## src/fcm_pkg.sv

```systemverilog
// Constants and types for the flash command host controller.
// Assumes a parallel NOR flash on the far side of the pins, one clock domain here.
// Summary of operation
// - Write cycle needs chip select and write strobe low, output enable high.
// - Host writes reset command to leave autoselect or error status.
// - Two unlocks plus autoselect command enter autoselect until reset.
// - Standard program is two unlocks, set-up, then address and data.
// - Two unlocks then 20h enter unlock bypass mode.
// - In bypass, A0h then address and data programs a location.
// - Bypass exit is 90h then 00h at any address.
package fcm_pkg;

    localparam logic [3:0] FCM_OP_READ      = 4'h0;
    localparam logic [3:0] FCM_OP_RESET     = 4'h1;
    localparam logic [3:0] FCM_OP_AUTOSEL   = 4'h2;
    localparam logic [3:0] FCM_OP_PROGRAM   = 4'h3;
    localparam logic [3:0] FCM_OP_BYP_ENTER = 4'h4;
    localparam logic [3:0] FCM_OP_BYP_PROG  = 4'h5;
    localparam logic [3:0] FCM_OP_BYP_EXIT  = 4'h6;

    localparam logic [7:0] FCM_CMD_BYP_ENTER = 8'h20;
    localparam logic [7:0] FCM_CMD_BYP_PROG  = 8'ha0;
    localparam logic [7:0] FCM_CMD_BYP_EXIT1 = 8'h90;
    localparam logic [7:0] FCM_CMD_BYP_EXIT2 = 8'h00;

    // Autoselect low addresses, word mode / byte mode
    localparam logic [7:0] FCM_AS_MAKER_ADDR  = 8'h00;
    localparam logic [7:0] FCM_AS_DEV_WORD    = 8'h01;
    localparam logic [7:0] FCM_AS_DEV_BYTE    = 8'h02;
    localparam logic [7:0] FCM_AS_PROT_WORD   = 8'h02;
    localparam logic [7:0] FCM_AS_PROT_BYTE   = 8'h04;
    localparam logic [7:0] FCM_AS_PROTECTED   = 8'h01;

    // Bus cycle phase lengths in clock cycles
    localparam int FCM_CLK_MHZ      = 250;
    localparam int FCM_SETUP_NS     = 12;
    localparam int FCM_PULSE_NS     = 40;
    localparam int FCM_HOLD_NS      = 12;
    localparam logic [3:0] FCM_SETUP_CYC = 4'((FCM_SETUP_NS * FCM_CLK_MHZ + 999) / 1000);
    localparam logic [3:0] FCM_PULSE_CYC = 4'((FCM_PULSE_NS * FCM_CLK_MHZ + 999) / 1000);
    localparam logic [3:0] FCM_HOLD_CYC  = 4'((FCM_HOLD_NS * FCM_CLK_MHZ + 999) / 1000);

    typedef enum logic [2:0] {
        FCM_BUS_IDLE,
        FCM_BUS_SETUP,
        FCM_BUS_PULSE,
        FCM_BUS_HOLD,
        FCM_BUS_DONE
    } fcm_bus_state_type;

    typedef enum logic [2:0] {
        FCM_ST_IDLE,
        FCM_ST_ISSUE,
        FCM_ST_WAIT_BUS,
        FCM_ST_WAIT_BUSY,
        FCM_ST_WAIT_READY,
        FCM_ST_FINISH
    } fcm_state_type;

endpackage

```

## src/fcm_bus_cycle.sv

```systemverilog
// One parallel flash bus cycle (read or write) on the chip pins.
// Assumes the device answers reads within the strobe pulse time.
`timescale 1ns/1ns
`default_nettype none
module fcm_bus_cycle
    import fcm_pkg::*;
#(
    parameter int AW = 19,
    parameter int DW = 16
) (
    // Clock and reset
    input  wire logic          clock,
    input  wire logic          srst,
    // Cycle request
    input  wire logic          start,
    input  wire logic          is_write,
    input  wire logic [AW-1:0] addr,
    input  wire logic [DW-1:0] wdata,
    output logic               done,
    output logic [DW-1:0]      rdata,
    // Flash pins
    output logic [AW-1:0]      flash_addr,
    output logic               chip_sel_n,
    output logic               out_en_n,
    output logic               write_n,
    output logic [DW-1:0]      dq_out,
    output logic               dq_oe,
    input  wire logic [DW-1:0] dq_in
);

    typedef struct packed {
        fcm_bus_state_type st;
        logic [3:0]        cnt;
        logic              wr;
        logic [AW-1:0]     addr;
        logic [DW-1:0]     wdata;
        logic [DW-1:0]     s1;
        logic [DW-1:0]     s2;
        logic              done;
        logic              cs_n;
        logic              oe_n;
        logic              we_n;
        logic              dq_oe;
        logic [DW-1:0]     rdata;
    } fcm_bus_reg_type;

    fcm_bus_reg_type q, d;

    always_comb begin
        d = q;
        d.done = 1'b0;
        d.s1 = dq_in;
        d.s2 = q.s1;
        case (q.st)
            FCM_BUS_IDLE: begin
                if (start) begin
                    d.wr = is_write;
                    d.addr = addr;
                    d.wdata = wdata;
                    d.cnt = FCM_SETUP_CYC;
                    d.dq_oe = is_write;
                    d.st = FCM_BUS_SETUP;
                end
            end
            FCM_BUS_SETUP: begin
                d.cnt = q.cnt - 4'h1;
                if (q.cnt == 4'h1) begin
                    // strobe with output enable high on writes
                    d.cs_n = 1'b0;
                    d.we_n = !q.wr;
                    d.oe_n = q.wr;
                    d.cnt = FCM_PULSE_CYC;
                    d.st = FCM_BUS_PULSE;
                end
            end
            FCM_BUS_PULSE: begin
                d.cnt = q.cnt - 4'h1;
                if (q.cnt == 4'h1) begin
                    // address and data held across both strobe edges
                    d.cs_n = 1'b1;
                    // Read data from the synchronised sample as the pulse ends
                    if (!q.wr) d.rdata = q.s2;
                    d.we_n = 1'b1;
                    d.oe_n = 1'b1;
                    d.cnt = FCM_HOLD_CYC;
                    d.st = FCM_BUS_HOLD;
                end
            end
            FCM_BUS_HOLD: begin
                d.cnt = q.cnt - 4'h1;
                if (q.cnt == 4'h1) begin
                    d.dq_oe = 1'b0;
                    d.st = FCM_BUS_DONE;
                end
            end
            FCM_BUS_DONE: begin
                d.done = 1'b1;
                d.st = FCM_BUS_IDLE;
            end
            default: d.st = FCM_BUS_IDLE;
        endcase
        if (srst) begin
            d = '0;
            d.st = FCM_BUS_IDLE;
            d.cs_n = 1'b1;
            d.oe_n = 1'b1;
            d.we_n = 1'b1;
        end
    end

    always_ff @(posedge clock) begin
        q <= d;
    end

    assign done       = q.done;
    assign rdata      = q.rdata;
    assign flash_addr = q.addr;
    assign chip_sel_n = q.cs_n;
    assign out_en_n   = q.oe_n;
    assign write_n    = q.we_n;
    assign dq_out     = q.wdata;
    assign dq_oe      = q.dq_oe;

endmodule
`default_nettype wire

```

## src/fcm_host.sv

```systemverilog
// Host-side command sequencer for a parallel NOR flash.
// Assumes one request at a time; busy status comes from the flash pin.
`timescale 1ns/1ns
`default_nettype none
module fcm_host
    import fcm_pkg::*;
#(
    parameter int              AW           = 19,
    parameter int              DW           = 16,
    parameter logic [18:0]     UNLOCK1_ADDR = 19'h00555,
    parameter logic [7:0]      UNLOCK1_DATA = 8'haa,
    parameter logic [18:0]     UNLOCK2_ADDR = 19'h002aa,
    parameter logic [7:0]      UNLOCK2_DATA = 8'h55,
    parameter logic [7:0]      CMD_RESET    = 8'hf0,
    parameter logic [7:0]      CMD_AUTOSEL  = 8'h90,
    parameter logic [7:0]      CMD_PROG     = 8'ha0,
    parameter int              BUSY_WAIT    = 64,
    parameter int              BUSY_TIMEOUT = 65536
) (
    // Clock and reset
    input  wire logic          clock,
    input  wire logic          srst,
    // User request
    input  wire logic          req_valid,
    input  wire logic [3:0]    req_op,
    input  wire logic [AW-1:0] req_addr,
    input  wire logic [DW-1:0] req_data,
    output logic               req_ready,
    // User answer
    output logic               resp_valid,
    output logic [DW-1:0]      resp_data,
    output logic               resp_timeout,
    output logic               in_bypass,
    output logic               in_autoselect,
    // Flash pins
    output logic [AW-1:0]      flash_addr,
    output logic               chip_sel_n,
    output logic               out_en_n,
    output logic               write_n,
    output logic [DW-1:0]      dq_out,
    output logic               dq_oe,
    input  wire logic [DW-1:0] dq_in,
    input  wire logic          ready_busy_n
);

    typedef struct packed {
        fcm_state_type st;
        logic [3:0]    op;
        logic [AW-1:0] addr;
        logic [DW-1:0] data;
        logic [1:0]    step;
        logic [16:0]   wait_cnt;
        logic          start;
        logic          wr;
        logic [AW-1:0] baddr;
        logic [DW-1:0] bdata;
        logic          rdy;
        logic          rvalid;
        logic [DW-1:0] rdata;
        logic          tout;
        logic          byp;
        logic          asel;
        logic          rb1;
        logic          rb2;
    } fcm_host_reg_type;

    fcm_host_reg_type q, d;
    logic             bus_done;
    logic [DW-1:0]    bus_rdata;

    // Index of the last bus cycle (cycle count minus one) for each operation
    function automatic logic [1:0] last_step(input logic [3:0] op);
        case (op)
            FCM_OP_AUTOSEL, FCM_OP_BYP_ENTER: last_step = 2'd2;
            FCM_OP_PROGRAM:                   last_step = 2'd3;
            FCM_OP_BYP_PROG, FCM_OP_BYP_EXIT: last_step = 2'd1;
            default:                          last_step = 2'd0;
        endcase
    endfunction

    function automatic logic [DW-1:0] cmd(input logic [7:0] v);
        cmd = DW'(v);
    endfunction

    always_comb begin
        d = q;
        d.start = 1'b0;
        d.rvalid = 1'b0;
        d.rb1 = ready_busy_n;
        d.rb2 = q.rb1;
        case (q.st)
            FCM_ST_IDLE: begin
                d.rdy = 1'b1;
                if (req_valid && q.rdy) begin
                    d.rdy = 1'b0;
                    d.op = req_op;
                    d.addr = req_addr;
                    d.data = req_data;
                    d.step = 2'd0;
                    d.tout = 1'b0;
                    d.st = FCM_ST_ISSUE;
                end
            end
            FCM_ST_ISSUE: begin
                d.wr = 1'b1;
                d.baddr = q.addr;
                d.bdata = q.data;
                case (q.op)
                    // reset at the caller's address, any is accepted
                    // reset leaves autoselect and error status
                    FCM_OP_RESET: d.bdata = cmd(CMD_RESET);
                    FCM_OP_READ:  d.wr = 1'b0;
                    // bypass program and bypass exit issued whether or not in bypass
                    FCM_OP_BYP_PROG: begin
                        if (q.step == 2'd0) d.bdata = cmd(FCM_CMD_BYP_PROG);
                    end
                    FCM_OP_BYP_EXIT: begin
                        d.bdata = (q.step == 2'd0) ? cmd(FCM_CMD_BYP_EXIT1)
                                                   : cmd(FCM_CMD_BYP_EXIT2);
                    end
                    default: begin
                        // exact unlock pairs and set-up values
                        case (q.step)
                            2'd0: begin
                                d.baddr = AW'(UNLOCK1_ADDR);
                                d.bdata = cmd(UNLOCK1_DATA);
                            end
                            2'd1: begin
                                d.baddr = AW'(UNLOCK2_ADDR);
                                d.bdata = cmd(UNLOCK2_DATA);
                            end
                            2'd2: begin
                                d.baddr = AW'(UNLOCK1_ADDR);
                                if (q.op == FCM_OP_AUTOSEL) d.bdata = cmd(CMD_AUTOSEL);
                                else if (q.op == FCM_OP_PROGRAM) d.bdata = cmd(CMD_PROG);
                                else d.bdata = cmd(FCM_CMD_BYP_ENTER);
                            end
                            default: ;
                        endcase
                    end
                endcase
                d.start = 1'b1;
                d.st = FCM_ST_WAIT_BUS;
            end
            FCM_ST_WAIT_BUS: begin
                if (bus_done) begin
                    if (q.step != last_step(q.op)) begin
                        d.step = q.step + 2'd1;
                        d.st = FCM_ST_ISSUE;
                    end else if (q.op == FCM_OP_PROGRAM || q.op == FCM_OP_BYP_PROG) begin
                        d.wait_cnt = 17'(BUSY_WAIT);
                        d.st = FCM_ST_WAIT_BUSY;
                    end else begin
                        d.st = FCM_ST_FINISH;
                    end
                end
            end
            // wait for busy to show, then for ready
            FCM_ST_WAIT_BUSY: begin
                d.wait_cnt = q.wait_cnt - 17'd1;
                if (!q.rb2) begin
                    d.wait_cnt = 17'(BUSY_TIMEOUT);
                    d.st = FCM_ST_WAIT_READY;
                end else if (q.wait_cnt == 17'd0) begin
                    d.st = FCM_ST_FINISH;
                end
            end
            // no command written while programming runs
            FCM_ST_WAIT_READY: begin
                d.wait_cnt = q.wait_cnt - 17'd1;
                if (q.rb2) begin
                    d.st = FCM_ST_FINISH;
                end else if (q.wait_cnt == 17'd0) begin
                    d.tout = 1'b1;
                    d.st = FCM_ST_FINISH;
                end
            end
            FCM_ST_FINISH: begin
                d.rvalid = 1'b1;
                d.rdata = bus_rdata;
                case (q.op)
                    FCM_OP_RESET:     d.asel = 1'b0;
                    FCM_OP_AUTOSEL:   d.asel = 1'b1;
                    FCM_OP_BYP_ENTER: d.byp = 1'b1;
                    FCM_OP_BYP_EXIT:  d.byp = 1'b0;
                    default: ;
                endcase
                d.st = FCM_ST_IDLE;
            end
            default: d.st = FCM_ST_IDLE;
        endcase
        if (srst) begin
            d = '0;
            d.st = FCM_ST_IDLE;
            d.rb1 = 1'b1;
            d.rb2 = 1'b1;
        end
    end

    always_ff @(posedge clock) begin
        q <= d;
    end

    fcm_bus_cycle #(
        .AW (AW),
        .DW (DW)
    ) u_bus (
        .clock      (clock),
        .srst       (srst),
        .start      (q.start),
        .is_write   (q.wr),
        .addr       (q.baddr),
        .wdata      (q.bdata),
        .done       (bus_done),
        .rdata      (bus_rdata),
        .flash_addr (flash_addr),
        .chip_sel_n (chip_sel_n),
        .out_en_n   (out_en_n),
        .write_n    (write_n),
        .dq_out     (dq_out),
        .dq_oe      (dq_oe),
        .dq_in      (dq_in)
    );

    assign req_ready     = q.rdy;
    assign resp_valid    = q.rvalid;
    assign resp_data     = q.rdata;
    assign resp_timeout  = q.tout;
    assign in_bypass     = q.byp;
    assign in_autoselect = q.asel;

endmodule
`default_nettype wire

```

## config.mk

```make
export PLATFORM = sky130hd
export DESIGN_NAME = fcm_host
export DESIGN_NICKNAME = d
export VERILOG_FILES = /design/src/fcm_pkg.sv /design/src/fcm_bus_cycle.sv /design/src/fcm_host.sv
export SDC_FILE = /design/constraint.sdc
export NUM_CORES = 1
export LEC_CHECK = 0
export BUFFER_PORTS_ARGS = -buffer_cell sky130_fd_sc_hd__buf_2
export CORE_AREA = 2 2 144 146
export CTS_CLUSTER_DIAMETER = 100
export CTS_CLUSTER_SIZE = 30
export DETAILED_ROUTE_END_ITERATION = 10
export DIE_AREA = 0 0 146 148
export SLEW_MARGIN = 20
export SYNTH_ARGS = -nofsm -noshare
export SYNTH_HDL_FRONTEND = slang
export SYNTH_SLANG_ARGS = --single-unit
```

## constraint.sdc

```tcl
create_clock -name clock -period 5.6 [get_ports clock]
set_input_delay 0.28 -clock clock [delete_from_list [all_inputs] [get_ports clock]]
set_output_delay 0.28 -clock clock [all_outputs]
set_load 0.01 [all_outputs]
```

After elaboration in Yosys (flattened, before gate mapping)
Index checks and enable logic that the tools add are counted.
Widths: inputs -> output; s select.
Storage, ports and cells
  output and inout bits: 60
  bits in writable memories: 0
  memory bits (read-only): 0
  memories kept: 0
  bits of input ports: 59
  flip-flop bits (word level): 217
  bits in latches: 0
Cells by class
  reduce and logical (&&, ||, !) cells: 32
  equality and inequality tests: 30
  divide/modulo/power cells: 0
  mux-type cells: 48
  multipliers: 0
  add/sub/neg operators: 3
  shift-type cells: 0
  magnitude comparators: 0
  bitwise logic cells: 1
Operators by type and width (number)
  $pmux 35 s3: 1
  $mux 17: 4
  $pmux 16 s4: 1
  $pmux 17 s3: 1
  $mux 44: 1
  $mux 43: 1
  $mux 19: 2
  $mux 37: 1
  $mux 16: 2
  $mux 3: 9
  $logic_not 17->1: 1
  $sub 17x1->17 const B: 1
  $mux 8: 2
  $pmux 4 s4: 1
  $reduce_and 4->1: 4
  $pmux 3 s5: 1
  $mux 7: 2
  $ne 2x2->1 const B: 7
  $eq 3x2->1 const B: 4
  $eq 4x3->1 const B: 3
  $pmux 3 s4: 1
  $reduce_and 2->1: 6
  $reduce_bool 2->1: 6
  $eq 3x3->1 const B: 3
  other kinds (27): 49

Logic depth before layout (Yosys ltp)
  depth in word-level cells: 9
  depth in mapped cells: 11
  mapped depth without buffers: 8

Modules after synthesis
A second synthesis with hierarchy kept.
Unflattened totals
  cells, all modules: 1100
  area, all modules: 9080.0 µm²
Modules (own cells, without submodules)
  fcm_host: area each 5429.0 µm², cells each 681, instances 1
  fcm_bus_cycle: area each 3651.0 µm², cells each 419, instances 1

Least setup slack after synthesis
OpenSTA, ideal clock, no wires.
  path kind: register to register
  from: register q[77] in the netlist's numbering
  to: register q[32] in the netlist's numbering
  library setup time: 128 ps
  stages on the path, launching flop included: 12
  period minus slack after synthesis: 1964 ps
  setup slack: 3636 ps
  data arrival time: 1836 ps
  cells stage by stage: dfxtp_1 > buf_2 > inv_1 > ha_1 > clkbuf_1 > nand2b_1 > a31oi_1 > o21ai_1 > nor2b_1 > buf_2 > a22oi_1 > nor2_1
On the way
  longest elaborated chain between the ends: 3
  elaborated cells on any way between the ends: 6
  those cells by class: 2 x eq/ne; 3 x mux; 1 x reduce/logical
RTL lines
  start: declaration: RTL line fcm_host.sv:67  | fcm_host_reg_type q, d;
  start signal: assignment: RTL line fcm_host.sv:201  | q <= d;
  $eq 2x2->1 (tied with other cells): RTL line fcm_host.sv:123  | case (q.step)
  $pmux 35 s3 / $mux 16 (equally long branches): RTL line fcm_host.sv:123, fcm_host.sv:115
  $pmux 16 s4 *: RTL line fcm_host.sv:108  | case (q.op)
Every way passes the cells marked *; elsewhere a longest branch is shown, timed or not.
A chain may end at the register's enable or synchronous reset.

Worst setup path after layout
  from: register q[115] in the netlist's numbering
  to: register q[35] in the netlist's numbering
On the way
  longest elaborated chain between the ends: 2
  elaborated cells on any way between the ends: 5
  those cells by class: 3 x eq/ne; 1 x mux; 1 x reduce/logical
RTL lines (RTL line)
  $eq 4x3->1 (tied with other cells): fcm_host.sv:108
  $pmux 16 s4 *: fcm_host.sv:108
Marks and branches as above.

==> metrics.txt <==
# TYPE chip_impl_metric gauge
chip_impl_metric{name="cts_buffers",unit=""} 11
chip_impl_metric{name="clk_pin_slew_worst_paths",unit="ns"} 0.11
chip_impl_metric{name="share_of_cells_above_drive_strength_1",unit=""} 0.156
chip_impl_metric{name="cts-resized-gates",unit=""} 0
chip_impl_metric{name="synth.lib_cells_used.distinct",unit=""} 64
chip_impl_info{name="crit_path_start_kind",value="flop"} 1
chip_impl_metric{name="num-nets-final",unit=""} 1142
chip_impl_info{name="timing_worst_setup_path_type",value="flop to flop"} 1
chip_impl_metric{name="timing.critical_path.arrival",unit="ns"} 3.49
chip_impl_metric{name="drcViolationCount",unit=""} 0
chip_impl_metric{name="grt_total_usage",unit=""} 0.168
chip_impl_metric{name="finalPower",unit="uW"} 2650
chip_impl_metric{name="antenna_left",unit=""} 0
chip_impl_metric{name="synth.ff_latch_count",unit=""} 217
chip_impl_info{name="outcome",value="finished, final reports clean"} 1
chip_impl_metric{name="synthArstFlopShare",unit=""} 0
chip_impl_metric{name="grt_remaining_overflow",unit=""} 0
chip_impl_metric{name="seq_area_frac_synth",unit=""} 0.490
chip_impl_metric{name="cts-hold-fix-buffers",unit=""} 0
chip_impl_metric{name="io-pin-count",unit=""} 119
chip_impl_metric{name="avgRoutedWirePerCell",unit="um"} 13.9
chip_impl_metric{name="synthCells",unit=""} 1065
chip_impl_metric{name="detailedRoute.firstIterationViolations",unit=""} 479
chip_impl_info{name="critical_path.reg2reg.startpoint",value="q[115]$_SDFFE_PP0P_"} 1
chip_impl_metric{name="cts_sinks",unit=""} 217
chip_impl_metric{name="design_area",unit="mm^2"} 0.00948
chip_impl_metric{name="gp_congestion",unit=""} 0.816
chip_impl_metric{name="grt_first_pass_wirelength",unit="mm"} 30.8
chip_impl_metric{name="clk_latency",unit="ns"} 0.47
chip_impl_metric{name="die-height",unit="um"} 148
chip_impl_metric{name="grt_antenna_before_repair",unit=""} 0
chip_impl_metric{name="clock_tree.buffer_depth",unit=""} 3
chip_impl_metric{name="power_leakage",unit="uW"} 0.00354
chip_impl_metric{name="placed_cell_area",unit="mm^2"} 0.00916
chip_impl_metric{name="filler_cell_count",unit=""} 2069
chip_impl_info{name="timing.hold.worst.class",value="input port to flop"} 1
chip_impl_info{name="synthDominantAreaCellType",value="sky130_fd_sc_hd__dfxtp_1"} 1
chip_impl_metric{name="cp_max_fo",unit=""} 26
chip_impl_metric{name="synth_edf_count",unit=""} 0
chip_impl_info{name="grt_setup_unrepaired",value="no"} 1
chip_impl_metric{name="grt_start_max_net_pins",unit=""} 100
chip_impl_metric{name="drv_slew",unit=""} 0
chip_impl_metric{name="timing.final.ws_setup",unit="ns"} 2.50
chip_impl_metric{name="clock_tree_skew_after_final_layout",unit="ns"} 0.0144
chip_impl_metric{name="fin_tns_setup",unit="ns"} 0
chip_impl_metric{name="post_synth_instance_area",unit="mm^2"} 0.00887
chip_impl_metric{name="dp_worst_setup_slack",unit="ns"} 2.51
chip_impl_metric{name="antenna-diode-count",unit=""} 0
chip_impl_metric{name="hold_viol_final",unit=""} 0
chip_impl_metric{name="place.detailed.hpwl",unit="mm"} 12.0
chip_impl_metric{name="maximum_vdd_drop",unit="V"} 0.000231
chip_impl_metric{name="finalCriticalPeriod",unit="ns"} 3.10
chip_impl_metric{name="vias",unit=""} 6757
chip_impl_metric{name="placementRows",unit=""} 52
chip_impl_metric{name="synthesis.yosys.warnings",unit=""} 0
chip_impl_metric{name="finalSetupViolCount",unit=""} 0
chip_impl_metric{name="final.period_utilization",unit=""} 0.554
chip_impl_metric{name="port_buffers",unit=""} 118
chip_impl_info{name="hold_path_startpoint",value="dq_in[2]"} 1
chip_impl_metric{name="synth_nets",unit=""} 1131
chip_impl_metric{name="cts_setup_buffers",unit=""} 0
chip_impl_info{name="root_buffer",value="sky130_fd_sc_hd__clkbuf_16"} 1
chip_impl_metric{name="avg_vias_per_cell",unit=""} 5.01
chip_impl_info{name="post_synth_main_area_contributors",value="sky130_fd_sc_hd__dfxtp_1 49%, sky130_fd_sc_hd__nand2_1 10%, sky130_fd_sc_hd__a21oi_1 9.2%"} 1
chip_impl_metric{name="timing.slew.headroom",unit=""} 0.311
chip_impl_metric{name="worst_hold_path.num_cells",unit=""} 2
chip_impl_metric{name="share_of_the_synthesized_area_in_the_top_cell_type",unit=""} 0.490
chip_impl_metric{name="wl",unit="mm"} 18.7
chip_impl_metric{name="cp.required",unit="ns"} 5.99
chip_impl_metric{name="grt_pass1_vias",unit=""} 6215
chip_impl_info{name="regToRegEndpoint",value="q[35]$_SDFFE_PP0P_"} 1
chip_impl_metric{name="syn_area_per_cell",unit="um^2"} 8.33
chip_impl_metric{name="areaGrowthSynthToFinish",unit="%"} 6.91
chip_impl_metric{name="drt_first_pass_iters",unit=""} 4
chip_impl_metric{name="worstRegToRegCells",unit=""} 6
chip_impl_info{name="hold-path-endpoint",value="u_bus.q[39]$_SDFF_PP0_"} 1
chip_impl_info{name="synthFlopType",value="sky130_fd_sc_hd__dfxtp_1"} 1
chip_impl_metric{name="power_per_cell_area",unit="mW/mm^2"} 279
chip_impl_metric{name="fmax",unit="MHz"} 322
chip_impl_info{name="kind_of_capture_point_of_the_worst_setup_path",value="flop"} 1
chip_impl_metric{name="cts-htree-levels",unit=""} 1
chip_impl_metric{name="die_width",unit="um"} 146
chip_impl_metric{name="ff2ff_setup_slack",unit="ns"} 2.50
chip_impl_info{name="cts_tree",value="yes"} 1
chip_impl_metric{name="floorplan.die_area",unit="mm^2"} 0.0216
chip_impl_metric{name="max_slew.worst_pin.slew",unit="ns"} 1.03
chip_impl_metric{name="area_inside_the_core_boundary",unit="mm^2"} 0.0200
chip_impl_metric{name="floorplan.initialDensity",unit=""} 0.443
chip_impl_metric{name="max_cap_violations",unit=""} 0
-- state kept, by name, indices dropped and copies added (netlist names) --
name              cells
u_bus.chip_sel_n      1
u_bus.write_n         1
u_bus.dq_oe           1
in_autoselect         1
resp_valid            1
q                   100
req_ready             1
resp_timeout          1
resp_data            16
u_bus.dq_out         16
u_bus.flash_addr     19
u_bus.q              40
u_bus.rdata          16
u_bus.done            1
u_bus.out_en_n        1
in_bypass             1
-- cell usage after synthesis, drive strengths merged, types with 5 or more instances --
cell type	number
nand2b	7
dfxtp	217
nor2	45
a21oi	163
a2bb2oi	5
nand3	16
ha	7
nor3	17
nor2b	41
a211oi	7
a22oi	8
buf	68
clkbuf	57
a31oi	10
a21o	5
nor4	7
inv	18
nand2	248
nand3b	5
xor2	7
xnor2	13
o21ai	37
-- final cells by class --
type                            count  area [um^2]  share of cell area
Clock buffer                       13          293              0.0309
Clock inverter                      2         27.5             0.00290
Multi-Input combinational cell    705         3780               0.398
Tap cell                          270          338              0.0356
Sequential cell                   217         4340               0.458
Timing Repair Buffer              123          634              0.0669
Inverter                           18         67.6             0.00712
-- layout by cell type (no fill, tap or decap), types with 6 or more instances in the layout --
| cell type | netlist | routed |
|---|---|---|
| sky130_fd_sc_hd__nand2_1 | 248 | 248 |
| sky130_fd_sc_hd__dfxtp_1 | 217 | 217 |
| sky130_fd_sc_hd__a21oi_1 | 163 | 163 |
| sky130_fd_sc_hd__buf_2 | 13 | 117 |
| sky130_fd_sc_hd__nor2_1 | 43 | 43 |
| sky130_fd_sc_hd__nor2b_1 | 41 | 40 |
| sky130_fd_sc_hd__o21ai_0 | 31 | 31 |
| sky130_fd_sc_hd__inv_1 | 18 | 18 |
| sky130_fd_sc_hd__nor3_1 | 16 | 16 |
| sky130_fd_sc_hd__nand3_1 | 16 | 15 |
| sky130_fd_sc_hd__xnor2_1 | 13 | 13 |
| sky130_fd_sc_hd__clkbuf_16 | 0 | 11 |
| sky130_fd_sc_hd__a31oi_1 | 10 | 10 |
| sky130_fd_sc_hd__a22oi_1 | 8 | 8 |
| sky130_fd_sc_hd__xor2_1 | 7 | 7 |
| sky130_fd_sc_hd__ha_1 | 7 | 7 |
| sky130_fd_sc_hd__a211oi_1 | 6 | 6 |
| sky130_fd_sc_hd__nand2b_1 | 7 | 6 |
-- worst max-delay path, stage by stage, from the launching register on --
cell,delay [ns]
sky130_fd_sc_hd__dfxtp_1,0.81
sky130_fd_sc_hd__inv_1,0.27
sky130_fd_sc_hd__xnor2_1,0.34
sky130_fd_sc_hd__a21o_1,0.77
sky130_fd_sc_hd__nor2b_1,0.59
sky130_fd_sc_hd__a22oi_1,0.13
sky130_fd_sc_hd__nor2_1,0.12
-- routing by layer --
layer | part of all wire | wire length, um | vias up | global-route usage
li1 | - | - | 3513 | -
met1 | 0.48 | 9060 | 3083 | 0.237
met5 | 0 | 0 | - | 0
met2 | 0.45 | 8470 | 138 | 0.276
met4 | 0.019 | 359 | 0 | 0.0383
met3 | 0.045 | 849 | 23 | 0.0241
-- where the power goes --
part           leakage (uW)  internal, uW  total (uW)  switching (uW)
Clock              0.000157           385         876             491
Sequential          0.00176          1580        1600            25.5
Combinational       0.00162          63.8         170             106
-- cell families after synthesis --
kind of cell    synth area share
simple gates               0.221
compound gates             0.166
flops                      0.490
buf+inv                   0.0865
xor+xnor                  0.0197
fa+ha+maj                 0.0110
mux                      0.00578
-- worst max path at each step --
stage / start / end / slack, ns / depth (start not counted)
3_5_place_dp: q[115]$_SDFFE_PP0P_ / q[35]$_SDFFE_PP0P_ / 2.51 / 6
2_1_floorplan: q[77]$_SDFFE_PP0P_ / q[32]$_SDFFE_PP0P_ / 3.64 / 11
6_report: q[115]$_SDFFE_PP0P_ / q[35]$_SDFFE_PP0P_ / 2.50 / 6
4_1_cts: q[115]$_SDFFE_PP0P_ / q[35]$_SDFFE_PP0P_ / 2.47 / 6
5_1_grt: q[115]$_SDFFE_PP0P_ / q[38]$_SDFFE_PP0P_ / 2.19 / 6
3_3_place_gp: q[115]$_SDFFE_PP0P_ / q[34]$_SDFFE_PP0P_ / 2.60 / 6
-- metrics by stage --
step,cells,util,hold WS (ns)
finish,1348,0.473,0.0170
global route,1348,0.473,0.00479
CTS,1348,0.473,0.000914
detailed placement,1333,0.457,0.395
global placement,1333,0.457,0.393
floorplan,1065,-,0.384
Note: power is estimated with default switching activity, not from simulation.
